--- src/pkg/cmmd_pkg.sv ---
// Constants, encodings and state type for the CPU memory map decoder
package cmmd_pkg;

	// Data space windows (byte addresses)
	localparam logic [15:0] IO_DIRECT_LAST   = 16'h003f;
	localparam logic [15:0] EXT_IO_FIRST     = 16'h0040;
	localparam logic [15:0] IO_LAST          = 16'h0fff;
	localparam logic [15:0] EEP_FIRST        = 16'h1000;
	localparam logic [15:0] EEP_LAST         = 16'h1fff;
	localparam logic [15:0] SRAM_FIRST       = 16'h2000;
	localparam logic [15:0] SRAM_LAST        = 16'h2fff;

	// Program space sections (word addresses)
	localparam logic [15:0] TABLE_FIRST_WORD = 16'h3000;
	localparam logic [15:0] BOOT_FIRST_WORD  = 16'h4000;

	// Values after reset
	localparam logic [15:0] PC_RESET         = 16'h0000;
	localparam logic [15:0] IR_RESET         = 16'h0000;
	localparam logic [7:0]  STATUS_RESET     = 8'h00;
	localparam logic [7:0]  REG_RESET        = 8'h00;

	// Status flag positions
	localparam int FLAG_C = 0;
	localparam int FLAG_Z = 1;
	localparam int FLAG_N = 2;
	localparam int FLAG_V = 3;
	localparam int FLAG_S = 4;
	localparam int FLAG_H = 5;

	// Target select positions
	localparam int SEL_IO   = 0;
	localparam int SEL_EEP  = 1;
	localparam int SEL_SRAM = 2;

	// Program sections and lock vector positions
	localparam logic [1:0] SECT_APP   = 2'h0;
	localparam logic [1:0] SECT_TABLE = 2'h1;
	localparam logic [1:0] SECT_BOOT  = 2'h2;
	localparam int LOCK_WR = 0;
	localparam int LOCK_RW = 1;

	// Pointer pair low register indices
	localparam logic [4:0] PTR_X_LO = 5'h1a;
	localparam logic [4:0] PTR_Y_LO = 5'h1c;
	localparam logic [4:0] PTR_Z_LO = 5'h1e;

	// Opcodes in instruction bits [15:12]
	localparam logic [3:0] OP_NOP = 4'h0;
	localparam logic [3:0] OP_ADD = 4'h1;
	localparam logic [3:0] OP_SUB = 4'h2;
	localparam logic [3:0] OP_AND = 4'h3;
	localparam logic [3:0] OP_OR  = 4'h4;
	localparam logic [3:0] OP_MOV = 4'h5;
	localparam logic [3:0] OP_LDI = 4'h6;
	localparam logic [3:0] OP_IN  = 4'h7;
	localparam logic [3:0] OP_OUT = 4'h8;
	localparam logic [3:0] OP_LD  = 4'h9;
	localparam logic [3:0] OP_ST  = 4'ha;
	localparam logic [3:0] OP_LPM = 4'hb;
	localparam logic [3:0] OP_SPM = 4'hc;

	// Sequencer states
	typedef enum logic [3:0] {
		ST_EXEC    = 4'b0001,
		ST_LDWAIT  = 4'b0010,
		ST_LPMWAIT = 4'b0100,
		ST_REFILL  = 4'b1000
	} cmmd_state_type;

endpackage : cmmd_pkg

--- src/design/cmmd_core.sv ---
// CPU core with data space decoder and program memory section guard
// Overview of operation
// - Next instruction is fetched while the current one executes.
// - Thirty-two byte registers, two read in one cycle for one operation.
// - Six registers pair into three 16-bit data pointers; only Z also addresses program space.
// - Status flags describe the result of every arithmetic operation.
// - Program and data spaces are separate linear spaces.
// - All I/O registers lie in the lowest 4KB of data space.
// - Locations 0x00 to 0x3F reachable by direct I/O and data access.
// - Extended I/O 0x0040 to 0x0FFF reachable only by data load/store.
// - Data addresses 0x1000 to 0x1FFF form the EEPROM window.
// - SRAM begins at 0x2000, reachable by every data addressing mode.
// - Instructions are fetched only from program memory, never SRAM.
// - Application and boot parts each have write and read/write locks.
// - Application flash stores take effect only when fetched from boot part.
// - Table subsection has its own write and read/write lock bits.
`timescale 1ns/1ps
module cmmd_core
	import cmmd_pkg::*;
(
	// Clock and reset
	input  wire logic        ref_clk,
	input  wire logic        reset,
	// Program memory fetch port
	output logic [15:0]      prog_addr,
	input  wire logic [15:0] prog_rdata,
	// Data space port
	output logic [15:0]      data_addr,
	output logic [7:0]       data_wdata,
	input  wire logic [7:0]  data_rdata,
	output logic             data_re,
	output logic             data_we,
	output logic             io_sel,
	output logic             eep_sel,
	output logic             sram_sel,
	// Flash self-programming port
	output logic             flash_wr,
	output logic [15:0]      flash_wr_addr,
	output logic [7:0]       flash_wr_data,
	// Section lock bits
	input  wire logic        lock_app_wr,
	input  wire logic        lock_app_rw,
	input  wire logic        lock_tbl_wr,
	input  wire logic        lock_tbl_rw,
	input  wire logic        lock_boot_wr,
	input  wire logic        lock_boot_rw,
	// Status
	output logic [7:0]       status_flags,
	output logic             access_fault
);

	// Decode a data address into one-hot target selects
	function automatic logic [2:0] dec_target(input logic [15:0] a);
		logic [2:0] s;
		s = 3'h0;
		if (a <= IO_LAST)                               s[SEL_IO] = 1'b1;
		else if (a >= EEP_FIRST && a <= EEP_LAST)       s[SEL_EEP] = 1'b1;
		else if (a >= SRAM_FIRST && a <= SRAM_LAST)     s[SEL_SRAM] = 1'b1;
		return s;
	endfunction : dec_target

	// Section of a program word address
	function automatic logic [1:0] sect_of(input logic [15:0] w);
		if (w >= BOOT_FIRST_WORD)
			return SECT_BOOT;
		else if (w >= TABLE_FIRST_WORD)
			return SECT_TABLE;
		else
			return SECT_APP;
	endfunction : sect_of

	// Lock pair of a section: bit LOCK_WR and bit LOCK_RW
	function automatic logic [1:0] locks_of(input logic [1:0] s, input logic [5:0] lv);
		case (s)
			SECT_TABLE: return lv[3:2];
			SECT_BOOT:  return lv[5:4];
			default:    return lv[1:0];
		endcase
	endfunction : locks_of

	logic [7:0]     rf [32];
	logic [15:0]    prog_addr_reg, prog_addr_next, exec_pc_reg, exec_pc_next;
	logic [15:0]    ir_reg, ir_next, fetch_save_reg, fetch_save_next;
	cmmd_state_type state_reg, state_next;
	logic [4:0]     load_rd_reg, load_rd_next;
	logic           lpm_hi_reg, lpm_hi_next, lpm_ok_reg, lpm_ok_next;
	logic [15:0]    data_addr_reg, data_addr_next;
	logic [7:0]     data_wdata_reg, data_wdata_next;
	logic           data_re_reg, data_re_next, data_we_reg, data_we_next;
	logic [2:0]     sel_reg, sel_next;
	logic           flash_wr_reg, flash_wr_next;
	logic [15:0]    flash_wr_addr_reg, flash_wr_addr_next;
	logic [7:0]     flash_wr_data_reg, flash_wr_data_next;
	logic [7:0]     status_reg, status_next;
	logic           fault_reg, fault_next;
	logic           rf_we;
	logic [4:0]     rf_waddr;
	logic [7:0]     rf_wdata;
	logic [5:0]     lock_vec;
	logic [3:0]     opcode;
	logic [4:0]     rd, rr;
	logic [7:0]     op_a, op_b;
	logic [15:0]    ptr_x, ptr_y, ptr_z, ptr_sel;

	// Field extraction and two-port register read
	assign opcode   = ir_reg[15:12];
	assign rd       = ir_reg[11:7];
	assign rr       = ir_reg[6:2];
	assign op_a     = rf[rd];
	assign op_b     = rf[rr];
	assign ptr_x    = {rf[PTR_X_LO + 5'h1], rf[PTR_X_LO]};
	assign ptr_y    = {rf[PTR_Y_LO + 5'h1], rf[PTR_Y_LO]};
	assign ptr_z    = {rf[PTR_Z_LO + 5'h1], rf[PTR_Z_LO]};
	assign ptr_sel  = (ir_reg[1:0] == 2'h0) ? ptr_x : (ir_reg[1:0] == 2'h1) ? ptr_y : ptr_z;
	assign lock_vec = {lock_boot_rw, lock_boot_wr, lock_tbl_rw, lock_tbl_wr,
		lock_app_rw, lock_app_wr};

	// Next-state computation for the sequencer, datapath and ports
	always_comb begin
		logic [8:0] sum;
		logic [7:0] res;
		logic [1:0] tl;
		sum = 9'h000;
		res = 8'h00;
		tl  = 2'h0;
		prog_addr_next     = prog_addr_reg;
		exec_pc_next       = exec_pc_reg;
		ir_next            = ir_reg;
		fetch_save_next    = fetch_save_reg;
		state_next         = state_reg;
		load_rd_next       = load_rd_reg;
		lpm_hi_next        = lpm_hi_reg;
		lpm_ok_next        = lpm_ok_reg;
		data_addr_next     = data_addr_reg;
		data_wdata_next    = data_wdata_reg;
		data_re_next       = 1'b0;
		data_we_next       = 1'b0;
		sel_next           = 3'h0;
		flash_wr_next      = 1'b0;
		flash_wr_addr_next = flash_wr_addr_reg;
		flash_wr_data_next = flash_wr_data_reg;
		status_next        = status_reg;
		fault_next         = 1'b0;
		rf_we              = 1'b0;
		rf_waddr           = rd;
		rf_wdata           = 8'h00;
		case (state_reg)
			ST_EXEC: begin
				// Overlapped fetch of the following word
				ir_next        = prog_rdata;
				exec_pc_next   = prog_addr_reg;
				prog_addr_next = prog_addr_reg + 16'h0001;
				case (opcode)
					OP_ADD, OP_SUB: begin
						sum = (opcode == OP_ADD) ? {1'b0, op_a} + {1'b0, op_b}
							: {1'b0, op_a} - {1'b0, op_b};
						res = sum[7:0];
						rf_we = 1'b1;
						rf_wdata = res;
						status_next[FLAG_C] = sum[8];
						status_next[FLAG_H] = (opcode == OP_ADD)
							? (op_a[3] & op_b[3]) | ((op_a[3] | op_b[3]) & ~res[3])
							: (~op_a[3] & op_b[3]) | ((~op_a[3] | op_b[3]) & res[3]);
						status_next[FLAG_V] = (opcode == OP_ADD)
							? (op_a[7] == op_b[7]) && (res[7] != op_a[7])
							: (op_a[7] != op_b[7]) && (res[7] != op_a[7]);
						status_next[FLAG_N] = res[7];
						status_next[FLAG_Z] = (res == 8'h00);
						status_next[FLAG_S] = res[7] ^ status_next[FLAG_V];
					end
					OP_AND, OP_OR: begin
						res = (opcode == OP_AND) ? (op_a & op_b) : (op_a | op_b);
						rf_we = 1'b1;
						rf_wdata = res;
						status_next[FLAG_V] = 1'b0;
						status_next[FLAG_N] = res[7];
						status_next[FLAG_Z] = (res == 8'h00);
						status_next[FLAG_S] = res[7];
					end
					OP_MOV: begin
						rf_we = 1'b1;
						rf_wdata = op_b;
					end
					OP_LDI: begin
						rf_we = 1'b1;
						rf_waddr = {1'b1, ir_reg[11:8]};
						rf_wdata = ir_reg[7:0];
					end
					OP_IN, OP_LD: begin
						// Direct I/O form only reaches 0x00..0x3F by its 6-bit field
						data_addr_next = (opcode == OP_IN) ? {10'h000, ir_reg[5:0]}
							: ptr_sel;
						sel_next     = dec_target(data_addr_next);
						data_re_next = |sel_next;
						fault_next   = ~|sel_next;
						load_rd_next = rd;
						state_next   = ST_LDWAIT;
					end
					OP_OUT, OP_ST: begin
						data_addr_next  = (opcode == OP_OUT) ? {10'h000, ir_reg[5:0]}
							: ptr_sel;
						data_wdata_next = op_a;
						sel_next        = dec_target(data_addr_next);
						data_we_next    = |sel_next;
						fault_next      = ~|sel_next;
					end
					OP_LPM: begin
						// Program space read through Z; a foreign read lock blocks it
						tl = locks_of(sect_of({1'b0, ptr_z[15:1]}), lock_vec);
						lpm_ok_next = ~tl[LOCK_RW] ||
							(sect_of({1'b0, ptr_z[15:1]}) == sect_of(exec_pc_reg));
						fault_next      = ~lpm_ok_next;
						lpm_hi_next     = ptr_z[0];
						load_rd_next    = rd;
						fetch_save_next = prog_addr_reg;
						prog_addr_next  = {1'b0, ptr_z[15:1]};
						ir_next         = ir_reg;
						exec_pc_next    = exec_pc_reg;
						state_next      = ST_LPMWAIT;
					end
					OP_SPM: begin
						tl = locks_of(sect_of({1'b0, ptr_z[15:1]}), lock_vec);
						if (sect_of(exec_pc_reg) == SECT_BOOT && tl == 2'h0) begin
							flash_wr_next      = 1'b1;
							flash_wr_addr_next = ptr_z;
							flash_wr_data_next = rf[5'h00];
						end else begin
							fault_next = 1'b1;
						end
					end
					default: ;
				endcase
			end
			ST_LDWAIT: begin
				// Target answers in the cycle its select is high
				rf_we      = 1'b1;
				rf_waddr   = load_rd_reg;
				rf_wdata   = data_rdata;
				state_next = ST_EXEC;
			end
			ST_LPMWAIT: begin
				rf_we          = 1'b1;
				rf_waddr       = load_rd_reg;
				rf_wdata       = !lpm_ok_reg ? 8'h00
					: lpm_hi_reg ? prog_rdata[15:8] : prog_rdata[7:0];
				prog_addr_next = fetch_save_reg;
				state_next     = ST_REFILL;
			end
			ST_REFILL: begin
				ir_next        = prog_rdata;
				exec_pc_next   = prog_addr_reg;
				prog_addr_next = prog_addr_reg + 16'h0001;
				state_next     = ST_EXEC;
			end
			default: state_next = ST_EXEC;
		endcase
	end

	// Register stage
	always_ff @(posedge ref_clk) begin
		if (reset) begin
			prog_addr_reg     <= PC_RESET;
			exec_pc_reg       <= PC_RESET;
			ir_reg            <= IR_RESET;
			fetch_save_reg    <= PC_RESET;
			state_reg         <= ST_EXEC;
			load_rd_reg       <= 5'h00;
			lpm_hi_reg        <= 1'b0;
			lpm_ok_reg        <= 1'b0;
			data_addr_reg     <= 16'h0000;
			data_wdata_reg    <= 8'h00;
			data_re_reg       <= 1'b0;
			data_we_reg       <= 1'b0;
			sel_reg           <= 3'h0;
			flash_wr_reg      <= 1'b0;
			flash_wr_addr_reg <= 16'h0000;
			flash_wr_data_reg <= 8'h00;
			status_reg        <= STATUS_RESET;
			fault_reg         <= 1'b0;
			for (int i = 0; i < 32; i++) begin
				rf[i] <= REG_RESET;
			end
		end else begin
			prog_addr_reg     <= prog_addr_next;
			exec_pc_reg       <= exec_pc_next;
			ir_reg            <= ir_next;
			fetch_save_reg    <= fetch_save_next;
			state_reg         <= state_next;
			load_rd_reg       <= load_rd_next;
			lpm_hi_reg        <= lpm_hi_next;
			lpm_ok_reg        <= lpm_ok_next;
			data_addr_reg     <= data_addr_next;
			data_wdata_reg    <= data_wdata_next;
			data_re_reg       <= data_re_next;
			data_we_reg       <= data_we_next;
			sel_reg           <= sel_next;
			flash_wr_reg      <= flash_wr_next;
			flash_wr_addr_reg <= flash_wr_addr_next;
			flash_wr_data_reg <= flash_wr_data_next;
			status_reg        <= status_next;
			fault_reg         <= fault_next;
			if (rf_we) begin
				rf[rf_waddr] <= rf_wdata;
			end
		end
	end

	// Outputs straight from flip-flops
	assign prog_addr     = prog_addr_reg;
	assign data_addr     = data_addr_reg;
	assign data_wdata    = data_wdata_reg;
	assign data_re       = data_re_reg;
	assign data_we       = data_we_reg;
	assign io_sel        = sel_reg[SEL_IO];
	assign eep_sel       = sel_reg[SEL_EEP];
	assign sram_sel      = sel_reg[SEL_SRAM];
	assign flash_wr      = flash_wr_reg;
	assign flash_wr_addr = flash_wr_addr_reg;
	assign flash_wr_data = flash_wr_data_reg;
	assign status_flags  = status_reg;
	assign access_fault  = fault_reg;

endmodule : cmmd_core

--- config.mk ---
export PLATFORM = sky130hd
export DESIGN_NAME = cmmd_core
export DESIGN_NICKNAME = d
export VERILOG_FILES = /design/src/pkg/cmmd_pkg.sv /design/src/design/cmmd_core.sv
export SDC_FILE = /design/constraint.sdc
export NUM_CORES = 1
export LEC_CHECK = 0
export ABC_CLOCK_PERIOD_IN_PS = 5770
export BUFFER_PORTS_ARGS = -buffer_cell sky130_fd_sc_hd__buf_2
export CAP_MARGIN = 20
export CORE_UTILIZATION = 62
export CTS_CLUSTER_DIAMETER = 100
export DETAILED_ROUTE_END_ITERATION = 7
export PLACE_DENSITY = 0.86
export SKIP_CTS_REPAIR_TIMING = 1
export SYNTH_ARGS = -nofsm -noshare
export SYNTH_HDL_FRONTEND = slang
export SYNTH_SLANG_ARGS = --single-unit
--- constraint.sdc ---
create_clock -name ref_clk -period 5.77 [get_ports ref_clk]
set_input_delay 1.154 -clock ref_clk [delete_from_list [all_inputs] [get_ports ref_clk]]
set_output_delay 1.154 -clock ref_clk [all_outputs]
set_load 0.01 [all_outputs]
# Yosys cells after proc, flatten, opt, wreduce, memory -nomap -nowiden
# Memory sizes are Yosys's and may differ from the RTL's. A register that Yosys moved wholly into a read port is not among the register bits.
# Index checks and enable logic that the tools add are counted.
# word_totals
ff_bits	128
ram_bits	256
out_inout_bits	79
mem_count	1
# memory_table
name	depth	word_bits	rd	rd_clocked_by_memory_dff	wr	line_no	source
rf	32	8	9	3	32	cmmd_core.sv:81	logic [7:0] rf [32];
# op_classes
n_addsub	3
magnitude_cmp	14
n_eq_ne	28
mux	78
n_bitwise	19
reduce_logical	40
# op_table
cell	count
$mux W16	7
$pmux W16 S2	3
$ge A16 B14 Y1 const B	3
$pmux W16 S3	1
$mux W2	20
$ge A16 B13 Y1 const B	2
$le A16 B12 Y1 const B	2
$le A16 B13 Y1 const B	2
$le A16 B14 Y1 const B	2
$mux W8	4
$pmux W8 S4	1
$mux W5	6
$mux W1	25
$eq A4 B4 Y1 const B	6
$pmux W4 S2	3
$pmux W8 S3	1
$eq A4 B3 Y1 const B	5
$reduce_or A3 Y1	6
$add A16 B1 Y16 const B	1
$ge A16 B15 Y1 const B	1
$logic_not A8 Y1	2
$ge A15 B14 Y1 const B	1
$ge A15 B15 Y1 const B	1
$reduce_and A2 Y1	7
other kinds (33)	70

# Logic depth before layout (Yosys ltp)
# depth
word_depth	14
depth_mapped	23
ltp_nobuf	18

# Worst setup path before layout
# No wires, ideal clock.
# synth_timing
path_kind	register -> register
startpoint	register (tool-made name)
endpoint	memory rf[15][4], data pin
arrival_time_ps	4317
required_ps	5508
setup_slack_ps	1192
path_stages_with_launch	21
period_less_slack_ps	4578
path_cell_list	dfxtp_1 buf_2 buf_2 buf_1 clkbuf_1 mux4_2 mux4_2 mux2i_1 inv_1 ha_1 inv_1 fa_1 nor2b_1 o21ai_0 nor3b_1 nor2_1 a221o_1 a221o_1 o21ai_2 buf_2 nor2_1
# synth_rtl
item	line_no
to (decl)	cmmd_core.sv:81

==> metrics.cfg <==
[worst_setup_path]
crit_path_frequent_cell = nor2_1
cp_slowest_stage_delay_ns = 0.64
cp.arrival_ns = 5.83
cpMaxStageDelayCell = dfxtp_4
worstPathRequired_ns = 6.05
worst-setup-path-type = flip-flop to flip-flop
critPathMaxFanout = 32
endpoint_kind = flip-flop
cp-start-kind = flip-flop
crit_chain = mux4_2 > a22oi_1 > nand4_1 > inv_1 > ha_1 > inv_1 > nor3_1 > nor2_1 > xor2_1 > ha_1 > a21boi_0 > nor2_1 > a221o_1 > a221o_1 > o21ai_2 > buf_4 > nor2_1

[timing]
final-setup-viol-count = 0
tns_ns = 0
relSlewSlack = 0.188
finalHoldViolations = 0
fin_skew_ns = 0.0142
fin_crit_ns = 5.55
max_slew.worst_pin.slew_ns = 1.21
finalMaxSlewViolations = 0
rsz0062_at_grt = no
timing.fmax_mhz = 180
fin_crit_sh = 0.962
finalHoldWorstSlack_ns = 0.451

[synth]
synth-simple-area-share = 0.153
muxShareOfSynthArea = 0.198
synth_top_area_frac = 0.370
synth-seq-cells = 390
synth_fa_ha_area_frac = 0.0102
synthTopCellsByCount = 395 x nor2_1, 256 x edfxtp_1, 227 x nand2_1
synth_area_sq_mm = 0.0208
postSynthAreaPerCell_sq_um = 11.0
synth_xor_area_frac = 0.00927
ys_types = 80
synth_edf_count = 256
ys.flop_type = edfxtp_1
yosysTopAreaCell = edfxtp_1
synth_most_common_cell = nor2_1
yosysWarningCount = 0
async_flop_share = 0
synth_top_family_by_area = multiplexers
netlist_top_cells_area = edfxtp_1 37%, dfxtp_1 13%, mux4_2 12%, nor2_1 7.1%, mux2i_1 6.5%
synth_cells = 1898
ys_seq_area_frac = 0.499
synth_compound_area_frac = 0.0926

[finish]
antenna_cells = 0
multi_input_area_sq_mm = 0.00968
seqCellArea_sq_mm = 0.0104
design_area_sq_mm = 0.0231
top_register = rf
syn_to_final_growth_pct = 11.3
nFillCells = 2209
drive_gt1_frac = 0.195
largest_register_ffs = 256
fin_nets = 2020

[placement]
dpl_cell_area_sq_mm = 0.0218
place_hpwl_um = 44400
gp_congestion = 1.03
portBuffers = 108

[grt]
grt_max_degree = 97
gr-total-overflow = 0
grt_antenna_before_repair = 3
grt_usage = 0.381
grt_pass1_vias = 16200
grt_pass1_wl_um = 96500

[route]
routed_wl_um = 64800
vias = 17200
ant_nets = 0
vias_per_cell = 7.04
post_drt_wl_per_cell_um = 26.5
route.detailed.drc = 0
drtIter0Drc = 2628
drt_pre_antenna_iters = 6

[power_and_ir_drop]
p_leak_nw = 8.50
comb_power_share = 0.225
p_switching_w = 0.00237
switching_share = 0.307
internal_power_w = 0.00537
power_density_mw_per_mm2 = 335
irDropWorstVdd_uv = 244
p_seq_frac = 0.424
p_clk_frac = 0.351

[flow_run]
drv_cap = 0

[run_status]
status = finished clean

[floorplan]
die_area_sq_mm = 0.0343
initial_core_util = 0.634
fp-row-count = 66
die_w_um = 185
core_area_sq_mm = 0.0328
die_h_um = 185
ios = 111

[clocking]
clockBufferDepth = 3
tritoncts = built
cts_buffers = 41
cts_root_buf = clkbuf_16
cts_htree_levels = 2
clk_pin_slew_ns = 0.06
insertion_delay_ns = 0.55
cts.sinks = 390

[worst_hold_path]
hold_path_class = flip-flop to flip-flop

-- cell usage in the layout, fill, tap and decap left out, drive strengths merged, types with 5 or more instances in the layout --
cell	netlist	routed
a211o	5	5
ha	13	13
nor2b	10	10
a221oi	19	19
nor4	5	5
a31oi	7	7
nor4b	7	7
a21oi	85	85
inv	21	23
clkbuf	84	52
xnor2	14	14
clkinv	1	12
nor3	32	32
or2	6	6
edfxtp	256	256
mux2	11	11
a2111oi	5	5
a22oi	42	42
nand2b	8	8
nor3b	5	5
bufinv	0	6
nor2	395	395
mux4	115	115
mux2i	138	138
a211oi	12	12
dfxtp	134	134
nand2	227	227
a221o	10	10
nand3	21	21
o21ai	59	59
and3	9	9
nand4	12	12
buf	58	174
xor2	8	8
-- area by class of cell --
type	instances	share of cell area
clock buffer	52	0.0470
clock inverter	22	0.0116
inverter	22	0.00357
multi-input combinational	1345	0.419
sequential	390	0.449
tap	442	0.0239
timing repair buffer	174	0.0465
-- metal layers --
layer | part of all wire | global-route usage
met5 | 0.00020 | 0
met4 | 0.058 | 0.201
met3 | 0.14 | 0.0871
met2 | 0.46 | 0.603
met1 | 0.34 | 0.492
-- power by group through the flow --
stage	clock network (W)	registers [W]	logic [W]
6_report	0.00272	0.00328	0.00174
5_1_grt	0.00282	0.00329	0.00184
4_1_cts	0.00271	0.00328	0.00168
3_5_place_dp	0	0.00333	0.00166
3_3_place_gp	0	0.00332	0.00163
2_1_floorplan	0	0.00323	0.00123
-- cells by family (layout without fill, tap and decap cells) --
kind of cell               count (synthesis)  count (layout)
other                                      1               2
xor gates and xnor gates                  22              22
buffers and inverters                    164             270
adders and majority gates                 17              17
muxes                                    264             264
AOI/OAI and AO/OA                        285             285
and+or+nand+nor                          755             755
DFF                                      390             390
-- critical path, delay by kind of cell, from the launching register on --
kind,cells,cell delay (ns)
compound gates,5,1.55
xor+xnor,1,0.15
fa+ha+maj,2,0.53
buf+inv,3,0.63
flops,1,0.64
mux,1,0.58
simple gates,5,1.13
-- through the flow --
stage	setup slack, ns	cells	utilization	total power [W]
after detailed placement	0.407	2372	0.664	0.00499
after global placement	0.558	2372	0.664	0.00495
after floorplan	1.19	1899	-	0.00446
final	0.217	2447	0.706	0.00774
after global routing	0.0642	2447	0.706	0.00795
after CTS	0.332	2446	0.705	0.00766
-- path summary, 6_finish.rpt --
check	from	to	slack [ns]	depth (start not counted)
worst max-delay path	flip-flop	rf[13][4]	0.22	17
worst min-delay path	fetch_save_reg[9]	fetch_save_reg[9]	0.45	2
worst max register to register	flip-flop	rf[13][4]	0.22	17
worst min register to register	fetch_save_reg[9]	fetch_save_reg[9]	0.45	2
(Power assumes the default switching activity.)
